--- config.mk ---
export PLATFORM = sky130hd
export DESIGN_NAME = usrt_top
export DESIGN_NICKNAME = d
export VERILOG_FILES = /design/src/design/usrt_pkg.sv /design/src/design/usrt_rx_fifo.sv /design/src/design/usrt_baud.sv /design/src/design/usrt_top.sv
export SDC_FILE = /design/constraint.sdc
export NUM_CORES = 1
export LEC_CHECK = 0
export ABC_CLOCK_PERIOD_IN_PS = 5400
export BUFFER_PORTS_ARGS = -buffer_cell sky130_fd_sc_hd__buf_2
export CELL_PAD_IN_SITES_DETAIL_PLACEMENT = 1
export CELL_PAD_IN_SITES_GLOBAL_PLACEMENT = 1
export CORE_ASPECT_RATIO = 1.5
export CORE_MARGIN = 3
export CORE_UTILIZATION = 28
export CTS_CLUSTER_DIAMETER = 60
export DETAILED_ROUTE_END_ITERATION = 6
export GPL_ROUTABILITY_DRIVEN = 0
export HOLD_SLACK_MARGIN = 0.12
export PLACE_DENSITY = 0.58
export REMOVE_ABC_BUFFERS = 1
export SYNTH_ARGS = -nofsm -noshare
export SYNTH_HDL_FRONTEND = slang
export SYNTH_HIERARCHICAL = 1
export SYNTH_SLANG_ARGS = --single-unit
--- constraint.sdc ---
create_clock -name clk_sys -period 5.4 [get_ports clk_sys]
set_clock_uncertainty 0.1 [all_clocks]
set_input_delay 1.08 -clock clk_sys [delete_from_list [all_inputs] [get_ports clk_sys]]
set_output_delay 1.08 -clock clk_sys [all_outputs]
set_load 0.03 [all_outputs]
--- src/design/usrt_pkg.sv ---
/*
 * usrt_pkg: register offsets, bit positions, reset values and
 * fifo depth of the serial port block.
 * assumes a 100 MHz system clock and a wishbone byte-wide map.
 */
package usrt_pkg;
    // printed offsets are not all multiples of four: byte address = 4*index
    localparam logic [7:0] IDX_INTCTL = 8'h0B;
    localparam logic [7:0] IDX_PFLAGS = 8'h0C;
    localparam logic [7:0] IDX_RXSC = 8'h18;
    localparam logic [7:0] IDX_TXHOLD = 8'h19;
    localparam logic [7:0] IDX_RXDATA = 8'h1A;
    localparam logic [7:0] IDX_PENA = 8'h8C;
    localparam logic [7:0] IDX_TXSC = 8'h98;
    localparam logic [7:0] IDX_BAUD = 8'h99;
    // receive_status_control bits
    localparam int RX_PORT_EN = 7;
    localparam int RX_NINE = 6;
    localparam int RX_SINGLE = 5;
    localparam int RX_CONT = 4;
    localparam int RX_ADDR_DET = 3;
    localparam int RX_FRAME = 2;
    localparam int RX_OVERRUN = 1;
    localparam int RX_NINTH = 0;
    // transmit_status_control bits
    localparam int TX_CLK_SRC = 7;
    localparam int TX_NINE = 6;
    localparam int TX_EN = 5;
    localparam int TX_SYNC = 4;
    localparam int TX_HI_SPEED = 2;
    localparam int TX_SH_EMPTY = 1;
    localparam int TX_NINTH = 0;
    // peripheral flag / enable bits
    localparam int PF_RX_FULL = 5;
    localparam int PF_TX_EMPTY = 4;
    // interrupt_control bits
    localparam int IC_GLOBAL = 7;
    localparam int IC_PERIPH = 6;
    localparam logic [7:0] TXSC_RESET = 8'h02;
    localparam logic [7:0] REG_RESET = 8'h00;
    localparam int FIFO_DEPTH = 2;
endpackage

--- src/design/usrt_rx_fifo.sv ---
/*
 * usrt_rx_fifo: small receive memory of words with registered read
 * data; head word always visible on rd_data.
 * assumes the writer never pushes while full.
 */
`timescale 1ns/10ps
module usrt_rx_fifo
    import usrt_pkg::*;
#(
    parameter int WIDTH = 10
)
(
    // clock and reset
    input wire logic clk_sys,
    input wire logic reset_n,
    input wire logic clear,
    // write side
    input wire logic push,
    input wire logic [WIDTH-1:0] wr_data,
    // read side
    input wire logic pop,
    output logic [WIDTH-1:0] rd_data,
    output logic [1:0] count
);
    logic [WIDTH-1:0] mem_q [FIFO_DEPTH];
    logic rd_ptr_q;
    logic wr_ptr_q;

    always_ff @(posedge clk_sys)
    begin
        if (push)
        begin
            mem_q[wr_ptr_q] <= wr_data;
        end
    end

    always_ff @(posedge clk_sys)
    begin
        if (!reset_n || clear)
        begin
            rd_ptr_q <= 1'b0;
            wr_ptr_q <= 1'b0;
            count <= 2'h0;
        end
        else
        begin
            if (push)
            begin
                wr_ptr_q <= ~wr_ptr_q;
            end
            if (pop && count != 2'h0)
            begin
                rd_ptr_q <= ~rd_ptr_q;
            end
            count <= count + {1'b0, push} -
                {1'b0, pop && count != 2'h0};
        end
    end

    // head word registered; a push into an empty fifo shows next cycle
    always_ff @(posedge clk_sys)
    begin
        if (!reset_n)
        begin
            rd_data <= '0;
        end
        else if (push && (count == 2'h0 ||
                 (count == 2'h1 && pop)))
        begin
            rd_data <= wr_data;
        end
        else if (pop && count == 2'h2)
        begin
            rd_data <= mem_q[~rd_ptr_q];
        end
    end
endmodule

--- src/design/usrt_baud.sv ---
/*
 * usrt_baud: divider making one-cycle rate ticks from the system clock.
 * assumes divisor is stable while running.
 */
`timescale 1ns/10ps
module usrt_baud
    import usrt_pkg::*;
(
    // clock and reset
    input wire logic clk_sys,
    input wire logic reset_n,
    // control
    input wire logic run,
    input wire logic [7:0] divisor,
    // tick out
    output logic tick
);
    logic [7:0] cnt_q;

    always_ff @(posedge clk_sys)
    begin
        if (!reset_n || !run)
        begin
            cnt_q <= 8'h00;
            tick <= 1'b0;
        end
        else if (cnt_q >= divisor)
        begin
            cnt_q <= 8'h00;
            tick <= 1'b1;
        end
        else
        begin
            cnt_q <= cnt_q + 8'h01;
            tick <= 1'b0;
        end
    end
endmodule

--- src/design/usrt_top.sv ---
/*
 * usrt_top: serial port with asynchronous receive, address detect,
 * and synchronous master transmit, behind a classic wishbone slave.
 * assumes rx_in is asynchronous to clk_sys; pins are resolved outside
 * from the output enables.
 */
`timescale 1ns/10ps
module usrt_top
    import usrt_pkg::*;
(
    // system
    input wire logic clk_sys,
    input wire logic reset_n,
    // wishbone slave
    input wire logic wb_cyc_i,
    input wire logic wb_stb_i,
    input wire logic wb_we_i,
    input wire logic [9:0] wb_adr_i,
    input wire logic [3:0] wb_sel_i,
    input wire logic [31:0] wb_dat_i,
    output logic [31:0] wb_dat_o,
    output logic wb_ack_o,
    // serial pins
    input wire logic rx_in,
    output logic tx_out,
    output logic tx_oe,
    output logic ck_out,
    output logic ck_oe,
    // interrupt
    output logic irq
);
    logic [7:0] rxsc_q;
    logic [7:0] txsc_q;
    logic [7:0] baud_q;
    logic [7:0] pena_q;
    logic [1:0] intc_q;
    logic [7:0] hold_q;
    logic hold_full_q;
    logic [8:0] tsr_q;
    logic [3:0] tx_bits_q;
    logic tx_busy_q;
    logic tx_empty_q;
    logic overrun_q;
    logic rx_s1_q;
    logic rx_s2_q;
    logic tick;
    logic baud_run;
    logic sync_mode;
    logic master;
    logic rx_enabled;
    logic tx_active;
    logic [1:0] fifo_cnt;
    logic [9:0] fifo_head;
    logic fifo_push;
    logic fifo_pop;
    logic [9:0] rx_word;
    logic bus_req;
    logic bus_wr;
    logic bus_rd;
    logic [7:0] idx;
    logic load_tsr;
    logic ck_phase_q;

    typedef enum logic [3:0] {
        RX_IDLE = 4'h1,
        RX_START = 4'h2,
        RX_DATA = 4'h4,
        RX_STOP = 4'h8
    } usrt_rx_state_t;
    usrt_rx_state_t rx_state_q;
    logic [3:0] rx_os_q;
    logic [3:0] rx_bits_q;
    logic [8:0] rx_sh_q;
    logic rx_done;
    logic rx_stop_bit;

    function automatic logic [7:0] wr_byte(input logic [7:0] old,
        input logic [7:0] val, input logic [7:0] mask);
        wr_byte = (old & ~mask) | (val & mask);
    endfunction

    assign bus_req = wb_cyc_i && wb_stb_i && !wb_ack_o;
    assign idx = wb_adr_i[9:2];
    assign bus_wr = bus_req && wb_we_i && wb_sel_i[0];
    assign bus_rd = bus_req && !wb_we_i;
    assign sync_mode = txsc_q[TX_SYNC] && rxsc_q[RX_PORT_EN];
    assign master = sync_mode && txsc_q[TX_CLK_SRC];
    assign rx_enabled = rxsc_q[RX_CONT] || rxsc_q[RX_SINGLE];
    // in sync mode, receive enable suspends, but does not reset, the transmitter
    assign tx_active = txsc_q[TX_EN] && !(sync_mode && rx_enabled);
    assign baud_run = txsc_q[TX_EN] || rx_enabled;
    assign load_tsr = tx_active && hold_full_q && !tx_busy_q;

    usrt_baud u_baud (
        .clk_sys(clk_sys),
        .reset_n(reset_n),
        .run(baud_run),
        .divisor(baud_q),
        .tick(tick)
    );

    // register writes
    always_ff @(posedge clk_sys)
    begin
        if (!reset_n)
        begin
            rxsc_q <= REG_RESET;
            txsc_q <= TXSC_RESET;
            baud_q <= REG_RESET;
            pena_q <= REG_RESET;
            intc_q <= 2'h0;
        end
        else
        begin
            if (bus_wr && idx == IDX_RXSC)
            begin
                rxsc_q <= wr_byte(rxsc_q, wb_dat_i[7:0], 8'hF8);
            end
            else if (rx_done && sync_mode)
            begin
                rxsc_q[RX_SINGLE] <= 1'b0;
            end
            if (bus_wr && idx == IDX_TXSC)
            begin
                txsc_q <= wr_byte(txsc_q, wb_dat_i[7:0], 8'hF5);
            end
            if (bus_wr && idx == IDX_BAUD)
            begin
                baud_q <= wb_dat_i[7:0];
            end
            if (bus_wr && idx == IDX_PENA)
            begin
                pena_q <= wb_dat_i[7:0];
            end
            if (bus_wr && idx == IDX_INTCTL)
            begin
                intc_q <= wb_dat_i[7:6];
            end
        end
    end

    // holding register; a write beats the transfer in the same cycle
    always_ff @(posedge clk_sys)
    begin
        if (!reset_n)
        begin
            hold_q <= 8'h00;
            hold_full_q <= 1'b0;
        end
        else if (bus_wr && idx == IDX_TXHOLD)
        begin
            hold_q <= wb_dat_i[7:0];
            hold_full_q <= 1'b1;
        end
        else if (load_tsr)
        begin
            hold_full_q <= 1'b0;
        end
    end

    // transmit empty flag follows the holding register only
    always_ff @(posedge clk_sys)
    begin
        if (!reset_n)
        begin
            tx_empty_q <= 1'b0;
        end
        else if (bus_wr && idx == IDX_TXHOLD)
        begin
            tx_empty_q <= 1'b0;
        end
        else if (txsc_q[TX_EN] && !hold_full_q)
        begin
            tx_empty_q <= 1'b1;
        end
    end

    // transmit shifter: data changes on the falling clock phase
    always_ff @(posedge clk_sys)
    begin
        if (!reset_n || !txsc_q[TX_EN])
        begin
            tsr_q <= 9'h000;
            tx_bits_q <= 4'h0;
            tx_busy_q <= 1'b0;
            ck_phase_q <= 1'b0;
        end
        else if (load_tsr)
        begin
            tsr_q <= {txsc_q[TX_NINTH], hold_q};
            tx_bits_q <= txsc_q[TX_NINE] ? 4'h9 : 4'h8;
            tx_busy_q <= 1'b1;
            ck_phase_q <= 1'b0;
        end
        else if (tx_active && tx_busy_q && tick)
        begin
            ck_phase_q <= ~ck_phase_q;
            if (ck_phase_q)
            begin
                tsr_q <= {1'b0, tsr_q[8:1]};
                tx_bits_q <= tx_bits_q - 4'h1;
                tx_busy_q <= tx_bits_q != 4'h1;
            end
        end
    end

    // pins: clock out in master mode, data only while transmitting
    always_ff @(posedge clk_sys)
    begin
        if (!reset_n)
        begin
            tx_out <= 1'b1;
            tx_oe <= 1'b0;
            ck_out <= 1'b0;
            ck_oe <= 1'b0;
        end
        else
        begin
            tx_out <= tsr_q[0];
            tx_oe <= sync_mode && tx_active;
            ck_oe <= master && baud_run;
            ck_out <= tx_busy_q && tx_active && ck_phase_q;
        end
    end

    // receive path: sync the pin twice, 16 ticks per bit
    always_ff @(posedge clk_sys)
    begin
        if (!reset_n)
        begin
            rx_s1_q <= 1'b1;
            rx_s2_q <= 1'b1;
        end
        else
        begin
            rx_s1_q <= rx_in;
            rx_s2_q <= rx_s1_q;
        end
    end

    assign rx_stop_bit = rx_s2_q;
    assign rx_done = rx_state_q == RX_STOP && tick && rx_os_q == 4'hF;
    assign rx_word = rxsc_q[RX_NINE] ? {!rx_stop_bit, rx_sh_q} :
        {!rx_stop_bit, 1'b0, rx_sh_q[8:1]};

    always_ff @(posedge clk_sys)
    begin
        if (!reset_n || !rxsc_q[RX_CONT] || sync_mode)
        begin
            rx_state_q <= RX_IDLE;
            rx_os_q <= 4'h0;
            rx_bits_q <= 4'h0;
            rx_sh_q <= 9'h000;
        end
        else if (tick)
        begin
            rx_os_q <= rx_os_q + 4'h1;
            case (rx_state_q)
                RX_IDLE:
                begin
                    rx_os_q <= 4'h0;
                    if (!rx_s2_q)
                    begin
                        rx_state_q <= RX_START;
                    end
                end
                RX_START:
                begin
                    if (rx_os_q == 4'h7)
                    begin
                        rx_os_q <= 4'h0;
                        rx_bits_q <= rxsc_q[RX_NINE] ? 4'h9 : 4'h8;
                        rx_state_q <= rx_s2_q ? RX_IDLE : RX_DATA;
                    end
                end
                RX_DATA:
                begin
                    if (rx_os_q == 4'hF)
                    begin
                        rx_sh_q <= {rx_s2_q, rx_sh_q[8:1]};
                        rx_bits_q <= rx_bits_q - 4'h1;
                        if (rx_bits_q == 4'h1)
                        begin
                            rx_state_q <= RX_STOP;
                        end
                    end
                end
                RX_STOP:
                begin
                    if (rx_os_q == 4'hF)
                    begin
                        rx_state_q <= RX_IDLE;
                    end
                end
                default:
                begin
                    rx_state_q <= RX_IDLE;
                end
            endcase
        end
    end

    // address filter: ninth bit one is an address byte
    assign fifo_push = rx_done && !overrun_q && fifo_cnt != 2'h2 &&
        !(rxsc_q[RX_ADDR_DET] && rxsc_q[RX_NINE] &&
          !rx_sh_q[8]);
    assign fifo_pop = bus_rd && idx == IDX_RXDATA;

    usrt_rx_fifo #(
        .WIDTH(10)
    ) u_fifo (
        .clk_sys(clk_sys),
        .reset_n(reset_n),
        .clear(1'b0),
        .push(fifo_push),
        .wr_data(rx_word),
        .pop(fifo_pop),
        .rd_data(fifo_head),
        .count(fifo_cnt)
    );

    // overrun is sticky until continuous receive is cleared
    always_ff @(posedge clk_sys)
    begin
        if (!reset_n || !rxsc_q[RX_CONT])
        begin
            overrun_q <= 1'b0;
        end
        else if (rx_done && fifo_cnt == 2'h2)
        begin
            overrun_q <= 1'b1;
        end
    end

    // bus answer one cycle after the request
    always_ff @(posedge clk_sys)
    begin
        if (!reset_n)
        begin
            wb_ack_o <= 1'b0;
            wb_dat_o <= 32'h0000_0000;
        end
        else
        begin
            wb_ack_o <= bus_req;
            wb_dat_o <= 32'h0000_0000;
            if (bus_rd)
            begin
                case (idx)
                    IDX_INTCTL: wb_dat_o[7:6] <= intc_q;
                    IDX_PFLAGS: wb_dat_o[7:0] <= {2'b00,
                        fifo_cnt != 2'h0, tx_empty_q, 4'h0};
                    IDX_RXSC: wb_dat_o[7:0] <= {rxsc_q[7:3],
                        fifo_head[9] && rxsc_q[RX_CONT], overrun_q,
                        fifo_head[8]};
                    IDX_TXHOLD: wb_dat_o[7:0] <= hold_q;
                    IDX_RXDATA: wb_dat_o[7:0] <= fifo_head[7:0];
                    IDX_PENA: wb_dat_o[7:0] <= pena_q;
                    IDX_TXSC: wb_dat_o[7:0] <= {txsc_q[7:2],
                        !tx_busy_q, txsc_q[0]};
                    IDX_BAUD: wb_dat_o[7:0] <= baud_q;
                    default: wb_dat_o <= 32'h0000_0000;
                endcase
            end
        end
    end

    always_ff @(posedge clk_sys)
    begin
        if (!reset_n)
        begin
            irq <= 1'b0;
        end
        else
        begin
            irq <= intc_q[1] && intc_q[0] &&
                ((pena_q[PF_RX_FULL] && fifo_cnt != 2'h0) ||
                 (pena_q[PF_TX_EMPTY] && tx_empty_q));
        end
    end
endmodule

# Word level (Yosys, flattened, before mapping)
# Memory sizes are Yosys's and may differ from the RTL's.
# Cells that the tools add are included.
dict set report classes {
  addsub 6
  n_mul 0
  n_div 0
  magnitude_cmp 1
  eq_ne 24
  shifts 0
  mux 35
  bitwise 6
  n_reduce_logical 79
}
# operator n
set op_table {}
lappend op_table {{4-bit 2-to-1 mux} 11}
lappend op_table {{1-bit logical AND} 42}
lappend op_table {{6-bit case mux with 7 select lines} 1}
lappend op_table {{9-bit 2-to-1 mux} 4}
lappend op_table {{8-bit by 5-bit equality test with 1-bit output (second input constant)} 3}
lappend op_table {{8-bit equality test (second input constant)} 3}
lappend op_table {{10-bit 2-to-1 mux} 2}
lappend op_table {{8-bit by 4-bit equality test with 1-bit output (second input constant)} 2}
lappend op_table {{4-bit case mux with 2 select lines} 2}
lappend op_table {{4-bit case mux with 4 select lines} 1}
lappend op_table {{2-bit case mux with 7 select lines} 1}
lappend op_table {{2-bit nonzero test} 7}
lappend op_table {{1-bit zero test} 13}
lappend op_table {{1-bit 2-to-1 mux} 12}
lappend op_table {{2-bit != test (second input constant)} 5}
lappend op_table {{8-bit by 1-bit adder with 8-bit output (second input constant)} 1}
lappend op_table {{4-bit by 1-bit equality test with 1-bit output (second input constant)} 2}
lappend op_table {{4-bit by 3-bit equality test with 1-bit output (second input constant)} 2}
lappend op_table {{4-bit equality test (second input constant)} 2}
lappend op_table {{8-bit >= comparator} 1}
lappend op_table {{1-bit logical OR} 8}
lappend op_table {{3-bit by 8-bit bitwise OR with 8-bit output} 1}
lappend op_table {{4-bit by 8-bit bitwise OR with 8-bit output} 1}
lappend op_table {{4-bit by 1-bit subtractor with 4-bit output (second input constant)} 2}
lappend op_table {{16 further kinds} 22}
dict set report word_totals {
  ff_bits 144
  latchBits 0
  ramBits 20
  mem_bits_ro 0
  in_bits 52
  output_inout_bits 38
  word_cells 186
  n_memories 1
}
# name words width read_ports rd_ports_with_merged_regs wr line_no
set mem_list {}
lappend mem_list {u_fifo.mem_q 2 10 1 0 1 usrt_rx_fifo.sv:25} ;# logic [WIDTH-1:0] mem_q [FIFO_DEPTH];

# Logic depth before layout (Yosys ltp)
# Gate-level depths: netlist (run 1).
dict set report depth {
  ltp_word 8
  ltp_mapped 11
  depth_no_buf 9
}

# Modules after synthesis
# Netlist (run 1), hierarchy kept.
# module instances cells_each area_per_inst_um2 seq_area_each_um2
set by_module_without_submodules {}
lappend by_module_without_submodules {usrt_top 1 544 4717.0 1841.8}
lappend by_module_without_submodules {usrt_rx_fifo 1 118 1585.3 880.8}
lappend by_module_without_submodules {usrt_baud 1 61 569.3 180.2}

# Least setup slack after synthesis (run 1)
# No wires, ideal clock.
dict set report synth_path {
  path_kind {input port to flip-flop}
  start {in wb_adr_i[2]}
  end {reg u_fifo.count[1]}
  setup_ps 116
  arrival_time_ps 3083
  t_required_ps 5184
  setup_slack_ps 2101
  cell_stages 11
  path_buffers 2
  cell_sequence {clkbuf_1 clkbuf_1 nand4bb_1 nor4_1 o21a_1 ha_1 inv_1 ha_1 xor2_1 xnor2_1 nor2_1}
}
dict set report synth_via {
  elab_chain_cells 4
}
# item line_no
set synth_rtl {}
lappend synth_rtl {{start, declared} usrt_top.sv:18} ;# input wire logic [9:0] wb_adr_i,
lappend synth_rtl {{8-bit by 5-bit equality test with 1-bit output} usrt_top.sv:307} ;# assign fifo_pop = bus_rd && idx == IDX_RXDATA;
lappend synth_rtl {{1-bit logical AND} usrt_top.sv:307}
lappend synth_rtl {{named net fifo_pop} usrt_top.sv:55} ;# logic fifo_pop;
lappend synth_rtl {{1-bit logical AND} usrt_rx_fifo.sv:56} ;# {1'b0, pop && count != 2'h0};
lappend synth_rtl {{2-bit by 1-bit subtractor with 2-bit output} usrt_rx_fifo.sv:55} ;# count <= count + {1'b0, push} -
lappend synth_rtl {{end signal, assigned} usrt_rx_fifo.sv:55}
lappend synth_rtl {{end, declared} usrt_rx_fifo.sv:23} ;# output logic [1:0] count
# The timed path passes the listed nets, and every way through them passes these cells.
# A chain may end at the register's enable or synchronous reset.

# Worst setup path in the final report (run 1)
dict set report layout_path {
  start {in wb_adr_i[7]}
  end {reg u_fifo.rd_data[9]}
}
dict set report layout_via {
  elab_chain_cells 6
  word_cells_on_any_way 8
  classes_between {1 x eq/ne; 1 x mux; 6 x reduce/logical}
}
# item line_no
set layout_rtl {}
lappend layout_rtl {{8-bit by 5-bit equality test with 1-bit output *} usrt_top.sv:307}
lappend layout_rtl {{1-bit logical AND *} usrt_top.sv:307}
lappend layout_rtl {{named net fifo_pop} usrt_top.sv:55}
lappend layout_rtl {{1-bit logical AND} usrt_rx_fifo.sv:68} ;# (count == 2'h1 && pop)))
lappend layout_rtl {{1-bit logical OR} usrt_rx_fifo.sv:67} ;# else if (push && (count == 2'h0 ||
lappend layout_rtl {{1-bit logical AND} usrt_rx_fifo.sv:67}
lappend layout_rtl {{10-bit 2-to-1 mux / 2-bit nonzero test (equally long branches)} -}
lappend layout_rtl {{end signal, assigned} usrt_rx_fifo.sv:70} ;# rd_data <= wr_data;
lappend layout_rtl {{end signal, assigned} usrt_rx_fifo.sv:74} ;# rd_data <= mem_q[~rd_ptr_q];
lappend layout_rtl {{end, declared} usrt_rx_fifo.sv:22} ;# output logic [WIDTH-1:0] rd_data,
# The timed path passes the listed nets; every way through them passes the cells marked *.

==> results of run 1 <==
[cells by family after synthesis]
logic type,share of synthesized area (%)
AND/OR/NAND/NOR,21.3
AO/OA/AOI/OAI,16.9
flip-flops,42.2
buffers and inverters,7.72
multiplexers,7.21
adder cells (fa/ha/maj),2.91
XOR/XNOR,1.66
other,0.0546
[Yosys cell counts (6+ instances only)]
master	number
a211oi_1	9
a21oi_1	34
a221oi_2	10
a22o_1	6
a31oi_1	6
and3_1	8
buf_4	29
clkbuf_1	29
dfxtp_1	115
edfxtp_1	20
ha_1	16
inv_1	30
mux2_2	12
mux2i_1	36
nand2_1	33
nand2b_1	7
nand3_1	33
nand4_1	7
nor2_1	55
nor2b_1	18
nor3_1	26
nor3b_1	11
o2111ai_1	12
o21ai_0	28
o22ai_1	9
o41ai_1	10
xnor2_1	7
xor2_1	6
[worst max-delay path: cells and delay by family]
| family | cells | cell delay, ns |
|---|---|---|
| compound gates | 2 | 0.68 |
| buf+inv | 1 | 0.12 |
| simple gates | 3 | 1.56 |
[flip-flops by register name, indices dropped and copies added (netlist names), 2 cells and up]
signal          cells
rx_sh_q             9
tsr_q               9
intc_q              2
u_fifo/rd_data     10
u_fifo/mem_q       20
pena_q              8
rx_state_q          4
wb_dat_o            8
tx_bits_q           4
u_fifo/count        2
rx_os_q             4
baud_q              8
rx_bits_q           4
txsc_q              6
hold_q              8
rxsc_q              5
u_baud/cnt_q        8
[worst max path at each step]
stage          cells after the start        start           endpoint  slack, ns
4_1_cts                            6  wb_adr_i[7]  u_fifo/rd_data[9]       2.16
5_1_grt                            6  wb_adr_i[7]  u_fifo/rd_data[6]       1.87
6_report                           6  wb_adr_i[7]  u_fifo/rd_data[9]       2.18
2_1_floorplan                      4  wb_adr_i[7]          hold_q[0]       1.79
3_5_place_dp                       6  wb_adr_i[7]  u_fifo/rd_data[9]       1.71
3_3_place_gp                       6  wb_adr_i[7]  u_fifo/rd_data[9]       1.73
[layout by cell type, fill, tap and decap left out, types with 17 or more instances in the layout]
| cell type | count |
|---|---|
| dfxtp_1 | 115 |
| nor2_1 | 55 |
| mux2i_1 | 36 |
| buf_2 | 36 |
| a21oi_1 | 34 |
| nand2_1 | 33 |
| nand3_1 | 33 |
| inv_1 | 30 |
| o21ai_0 | 28 |
| nor3_1 | 26 |
| conb_1 | 25 |
| edfxtp_1 | 20 |
| nor2b_1 | 18 |
| clkbuf_16 | 17 |
[area by class of cell]
class | instances | area, um2 | share of cell area (%)
multi-input combinational | 511 | 3530 | 45.5
sequential | 135 | 2900 | 37.4
timing repair buffer | 42 | 225 | 2.90
tap | 319 | 399 | 5.14
inverter | 32 | 120 | 1.55
clock buffer | 17 | 425 | 5.48
clock inverter | 15 | 154 | 1.98
[metal layers]
layer / global-route usage [%] / up-vias
met5: 0 / -
met4: 6.33 / 0
met3: 2.52 / 23
met2: 28.8 / 80
met1: 16.8 / 2672
li1: - / 2647
[through the flow]
step                setup slack [ns]  instance area [um2]  util [%]
floorplan                       1.79                 6550         -
global placement                1.73                 7180      30.0
detailed placement              1.71                 7180      30.0
CTS                             2.16                 7760      32.5
global route                    1.87                 7760      32.5
finish                          2.18                 7760      32.5
[power by group]
group          switching, mW  leakage [nW]  total [mW]  internal [mW]
sequential          0.000719          1.07        1.02           1.02
combinational         0.0692          1.20      0.0869         0.0177
clock                  0.476         0.279        1.16          0.680
==> impl_metrics.py, run 1 <==
metrics = {
    "run_status": {
        "outcome": "finished, final reports clean",
    },
    "detailed_routing": {
        "antenna_left": 0,
        "routed_wl_um": 19800,
        "met3_length_um": 417,
        "routed.top_layer": "met4",
        "viasPerCell": 5.06,
        "wl_met2_um": 10900,
        "remaining_drc_errors": 0,
        "dr.pass1.iters": 5,
        "vias": 5422,
        "met1_length_um": 8050,
        "drtIter0Drc": 358,
        "wire_per_inst_um": 18.5,
    },
    "worst_hold_path": {
        "hold_path_end": "rx_s2_q",
        "hold_path.class": "flip-flop to flip-flop",
        "worstHoldPathCells": 1,
        "hp-start": "rx_s1_q",
    },
    "pwr": {
        "p_per_area_mw_per_mm2": 291,
        "vdd_drop_max_mv": 0.183,
        "power.leakage_nw": 2.55,
        "power_mw": 2.26,
    },
    "synth": {
        "synth-edff-count": 20,
        "yosysWarnings": 6,
        "synth_ff_type": "dfxtp_1",
        "synth_top_cell_by_area": "dfxtp_1",
        "synthArstFlopShare_pct": 0,
        "ys_ff_latch": 135,
        "syn_inst": 723,
        "synth_seq_area_share_pct": 42.2,
        "syn_area_mm2": 0.00687,
        "synth.top_cell.area_share_pct": 33.5,
        "syn_area_per_cell_um2": 9.50,
        "ys_top_cells_by_area": "dfxtp_1 (34%), edfxtp_1 (8.7%), mux2i_1 (5.2%), buf_4 (3.2%), nor2_1 (3.0%)",
        "yosys.cell_types.count": 80,
    },
    "floorplan": {
        "io_pins": 90,
        "fp.dieH_um": 198,
        "placeableCoreArea_mm2": 0.0239,
        "initial_core_util_pct": 28.7,
        "die-area_mm2": 0.0265,
        "rows": 69,
        "dieWidth_um": 134,
    },
    "sta": {
        "period_needed_ns": 3.22,
        "setup_viol": 0,
        "slew_headroom_pct": 41.0,
        "hold_slack_ns": 0.314,
        "post-route-period-util_pct": 59.7,
        "hold_viol": 0,
        "tns_ns": 0,
        "worst_slew_pin_slew_ns": 0.884,
        "slew_violations": 0,
        "fmax_ghz": 0.310,
        "rsz0062_at_grt": "no",
    },
    "critical_path": {
        "reg2reg_to": "u_fifo/mem_q[0][3]",
        "crit_arrival_ns": 3.44,
        "worstSetupPathType": "input port to flip-flop",
        "cp_max_fo": 11,
        "cpPeakStageDelay_ns": 0.59,
        "worst_ep_required_time_ns": 5.62,
        "startpoint_type": "input port",
        "r2r-start": "rx_state_q[3]",
        "endpoint_kind": "flip-flop",
        "ff2ff_setup_slack_ns": 2.29,
        "path_cells": "buf_2 > or4b_4 > nor4_1 > nand3b_1 > a21boi_4 > o41ai_1",
        "critPathSlowestCell": "or4b_4",
        "r2r_cells": 5,
    },
    "clock_tree": {
        "cts-resized-gates": 0,
        "clock_path_buffers": 2,
        "h-tree-depth": 4,
        "root_buffer": "clkbuf_16",
        "clock-sinks": 135,
        "insertion_delay_ns": 0.43,
        "clk_pin_slew_ns": 0.06,
        "cts_setup_buffers": 0,
        "ctsHoldBuffers": 0,
        "cts_tree": "built",
        "cts_made_buffers": 17,
    },
    "layout": {
        "fill_cells": 2774,
        "area_growth_pct": 12.9,
        "n_antenna_cell": 0,
        "nets": 807,
        "layoutNonFillerInstCount": 1071,
        "drive_gt1_share_pct": 15.2,
    },
    "placed_design": {
        "dpl.hpwl_um": 14500,
        "numPortBuffers": 36,
        "dp.cells": 1039,
    },
    "global_routing": {
        "grt_usage_pct": 15.3,
        "grt_antenna_before_repair": 0,
        "grt_max_degree": 42,
        "overflow": 0,
        "grt_pass1_vias": 5570,
        "grt_first_pass_wirelength_um": 31600,
    },
    "job": {
        "drv_cap": 0,
    },
}
No activity file was read; power rests on OpenSTA's default activity.
==> inputs of run 2 (changes only) <==
--- a/config.mk
+++ b/config.mk
@@ -5,7 +5,7 @@
 export SDC_FILE = /design/constraint.sdc
 export NUM_CORES = 1
 export LEC_CHECK = 0
-export ABC_CLOCK_PERIOD_IN_PS = 5400
+export ABC_CLOCK_PERIOD_IN_PS = 3300
 export BUFFER_PORTS_ARGS = -buffer_cell sky130_fd_sc_hd__buf_2
 export CELL_PAD_IN_SITES_DETAIL_PLACEMENT = 1
 export CELL_PAD_IN_SITES_GLOBAL_PLACEMENT = 1
==> constraint.sdc (replaced) <==
create_clock -name clk_sys -period 3.3 [get_ports clk_sys]
set_clock_uncertainty 0.1 [all_clocks]
set_input_delay 0.66 -clock clk_sys [delete_from_list [all_inputs] [get_ports clk_sys]]
set_output_delay 0.66 -clock clk_sys [all_outputs]
set_load 0.03 [all_outputs]
==> impl_metrics.py, run 2 (synthesized netlist as in run 1, its figures left out) <==
metrics = {
    "sta": {
        "worst_slew_pin_slew_ns": 0.881,
        "layout_setup_ws_ns": 0.258,
        "tns_ns": 0,
        "fmax_ghz": 0.329,
        "post-route-period-util_pct": 92.2,
        "slew_violations": 0,
        "slew_headroom_pct": 41.2,
        "period_needed_ns": 3.04,
        "hold_slack_ns": 0.309,
        "hold_viol": 0,
        "setup_viol": 0,
        "rsz0062_at_grt": "no",
    },
    "worst_hold_path": {
        "worstHoldPathCells": 1,
        "hp-start": "rx_s1_q",
        "hold_path.class": "flip-flop to flip-flop",
        "hold_path_end": "rx_s2_q",
    },
    "detailed_routing": {
        "viasPerCell": 5.05,
        "dr.pass1.iters": 4,
        "drtIter0Drc": 249,
        "remaining_drc_errors": 0,
        "wire_per_inst_um": 18.3,
        "antenna_left": 0,
        "vias": 5466,
        "routed_wl_um": 19800,
    },
    "layout": {
        "fill_cells": 2754,
        "n_antenna_cell": 0,
        "largest_register": "u_fifo/mem_q",
        "drive_gt1_share_pct": 16.6,
        "nets": 819,
        "ff_latch_area_mm2": 0.00290,
        "fin_area_mm2": 0.00788,
        "mostFrequentLayoutCell": "dfxtp_1",
        "final_cell_mix": "dfxtp_1 (115), nor2_1 (55), mux2i_1 (36), buf_2 (36), a21oi_1 (34)",
        "multiInputGateArea_mm2": 0.00353,
        "largest_register_ffs": 20,
        "fin_util_pct": 32.9,
        "reg_top3": "u_fifo/mem_q: 20 flops, u_fifo/rd_data: 10 flops",
        "layoutNonFillerInstCount": 1083,
        "area_growth_pct": 14.6,
    },
    "critical_path": {
        "cpPeakStageDelay_ns": 0.68,
        "path_delay_family": "simple AND/OR/NAND/NOR gates",
        "cp_max_fo": 11,
        "ff2ff_setup_slack_ns": 0.26,
        "endpoint_kind": "flip-flop",
        "startpoint_type": "flip-flop",
        "r2r-start": "rx_state_q[3]",
        "critPathSlowestCell": "or4b_2",
        "path_cells": "or4b_2 > nor2_1 > nor4b_1 > buf_4 > and2b_4 > a21boi_4 > o41ai_1",
        "worst_ep_required_time_ns": 3.52,
        "crit_arrival_ns": 3.27,
        "r2r_cells": 7,
        "worstSetupPathType": "flip-flop to flip-flop",
        "reg2reg_to": "u_fifo/rd_data[9]",
        "crit_buf_inv": 1,
    },
    "pwr": {
        "p_per_area_mw_per_mm2": 479,
        "vdd_drop_max_mv": 0.256,
        "power.leakage_nw": 2.62,
        "power_mw": 3.77,
    },
    "clock_tree": {
        "cts_made_buffers": 17,
        "clk_pin_slew_ns": 0.06,
        "root_buffer": "clkbuf_16",
        "clock-sinks": 135,
        "h-tree-depth": 4,
        "clock_path_buffers": 2,
        "cts_tree": "built",
        "cts_setup_buffers": 0,
        "ctsHoldBuffers": 0,
        "insertion_delay_ns": 0.43,
        "cts-resized-gates": 0,
    },
    "run_status": {
        "outcome": "finished, final reports clean",
    },
    "placed_design": {
        "dpl.hpwl_um": 14600,
        "dp.cells": 1051,
        "post-place-ws_ns": 0.255,
        "numPortBuffers": 36,
        "dpl_cell_area_mm2": 0.00727,
    },
    "floorplan": {
        "initial_core_util_pct": 28.7,
        "die-area_mm2": 0.0265,
        "io_pins": 90,
        "rows": 69,
        "fp.dieH_um": 198,
        "dieWidth_um": 134,
        "placeableCoreArea_mm2": 0.0239,
    },
    "global_routing": {
        "grt_pass1_vias": 5676,
        "grt_usage_pct": 15.3,
        "grt_max_degree": 42,
        "overflow": 0,
        "grt_antenna_before_repair": 1,
        "grt_first_pass_wirelength_um": 31600,
    },
    "job": {
        "drv_cap": 0,
    },
}
==> run 2: worst max path at each step <==
stage	startpoint	end	slack (ns)	cells past startpoint
2_1_floorplan	wb_adr_i[7]	hold_q[0]	0.11	4
3_3_place_gp	rx_state_q[3]	u_fifo/rd_data[9]	0.26	7
3_5_place_dp	rx_state_q[3]	u_fifo/rd_data[2]	0.25	7
4_1_cts	rx_state_q[3]	u_fifo/rd_data[9]	0.24	7
5_1_grt	rx_state_q[3]	u_fifo/rd_data[7]	0.04	7
6_report	rx_state_q[3]	u_fifo/rd_data[9]	0.26	7
==> run 2: layout make-up <==
class                   count  area share [%]
multi-input cells         511            44.9
flip-flops and latches    135            36.9
clock buffers              17            5.40
well taps                 319            5.07
repair buffers             54            4.00
clock inverters            15            2.27
inverters                  32            1.53
==> run 2: worst register-to-register path: cells and delay by family (launching register included) <==
family,cells,cell delay (ns)
compound gates,2,0.50
simple gates,4,1.61
buf+inv,1,0.24
flops,1,0.49
==> run 2: metal layers <==
| layer | wire [um] | vias to the layer above | GRT usage (%) |
|---|---|---|---|
| li1 | - | 2676 | - |
| met1 | 7860 | 2669 | 16.4 |
| met2 | 10900 | 90 | 29.2 |
| met3 | 541 | 31 | 2.95 |
| met4 | 500 | 0 | 5.99 |
| met5 | 0 | - | 0 |
==> run 2: power breakdown <==
group	switching [mW]	internal [mW]
Combinational	0.114	0.0320
Sequential	0.00108	1.67
Clock	0.771	1.19
Total	0.887	2.89
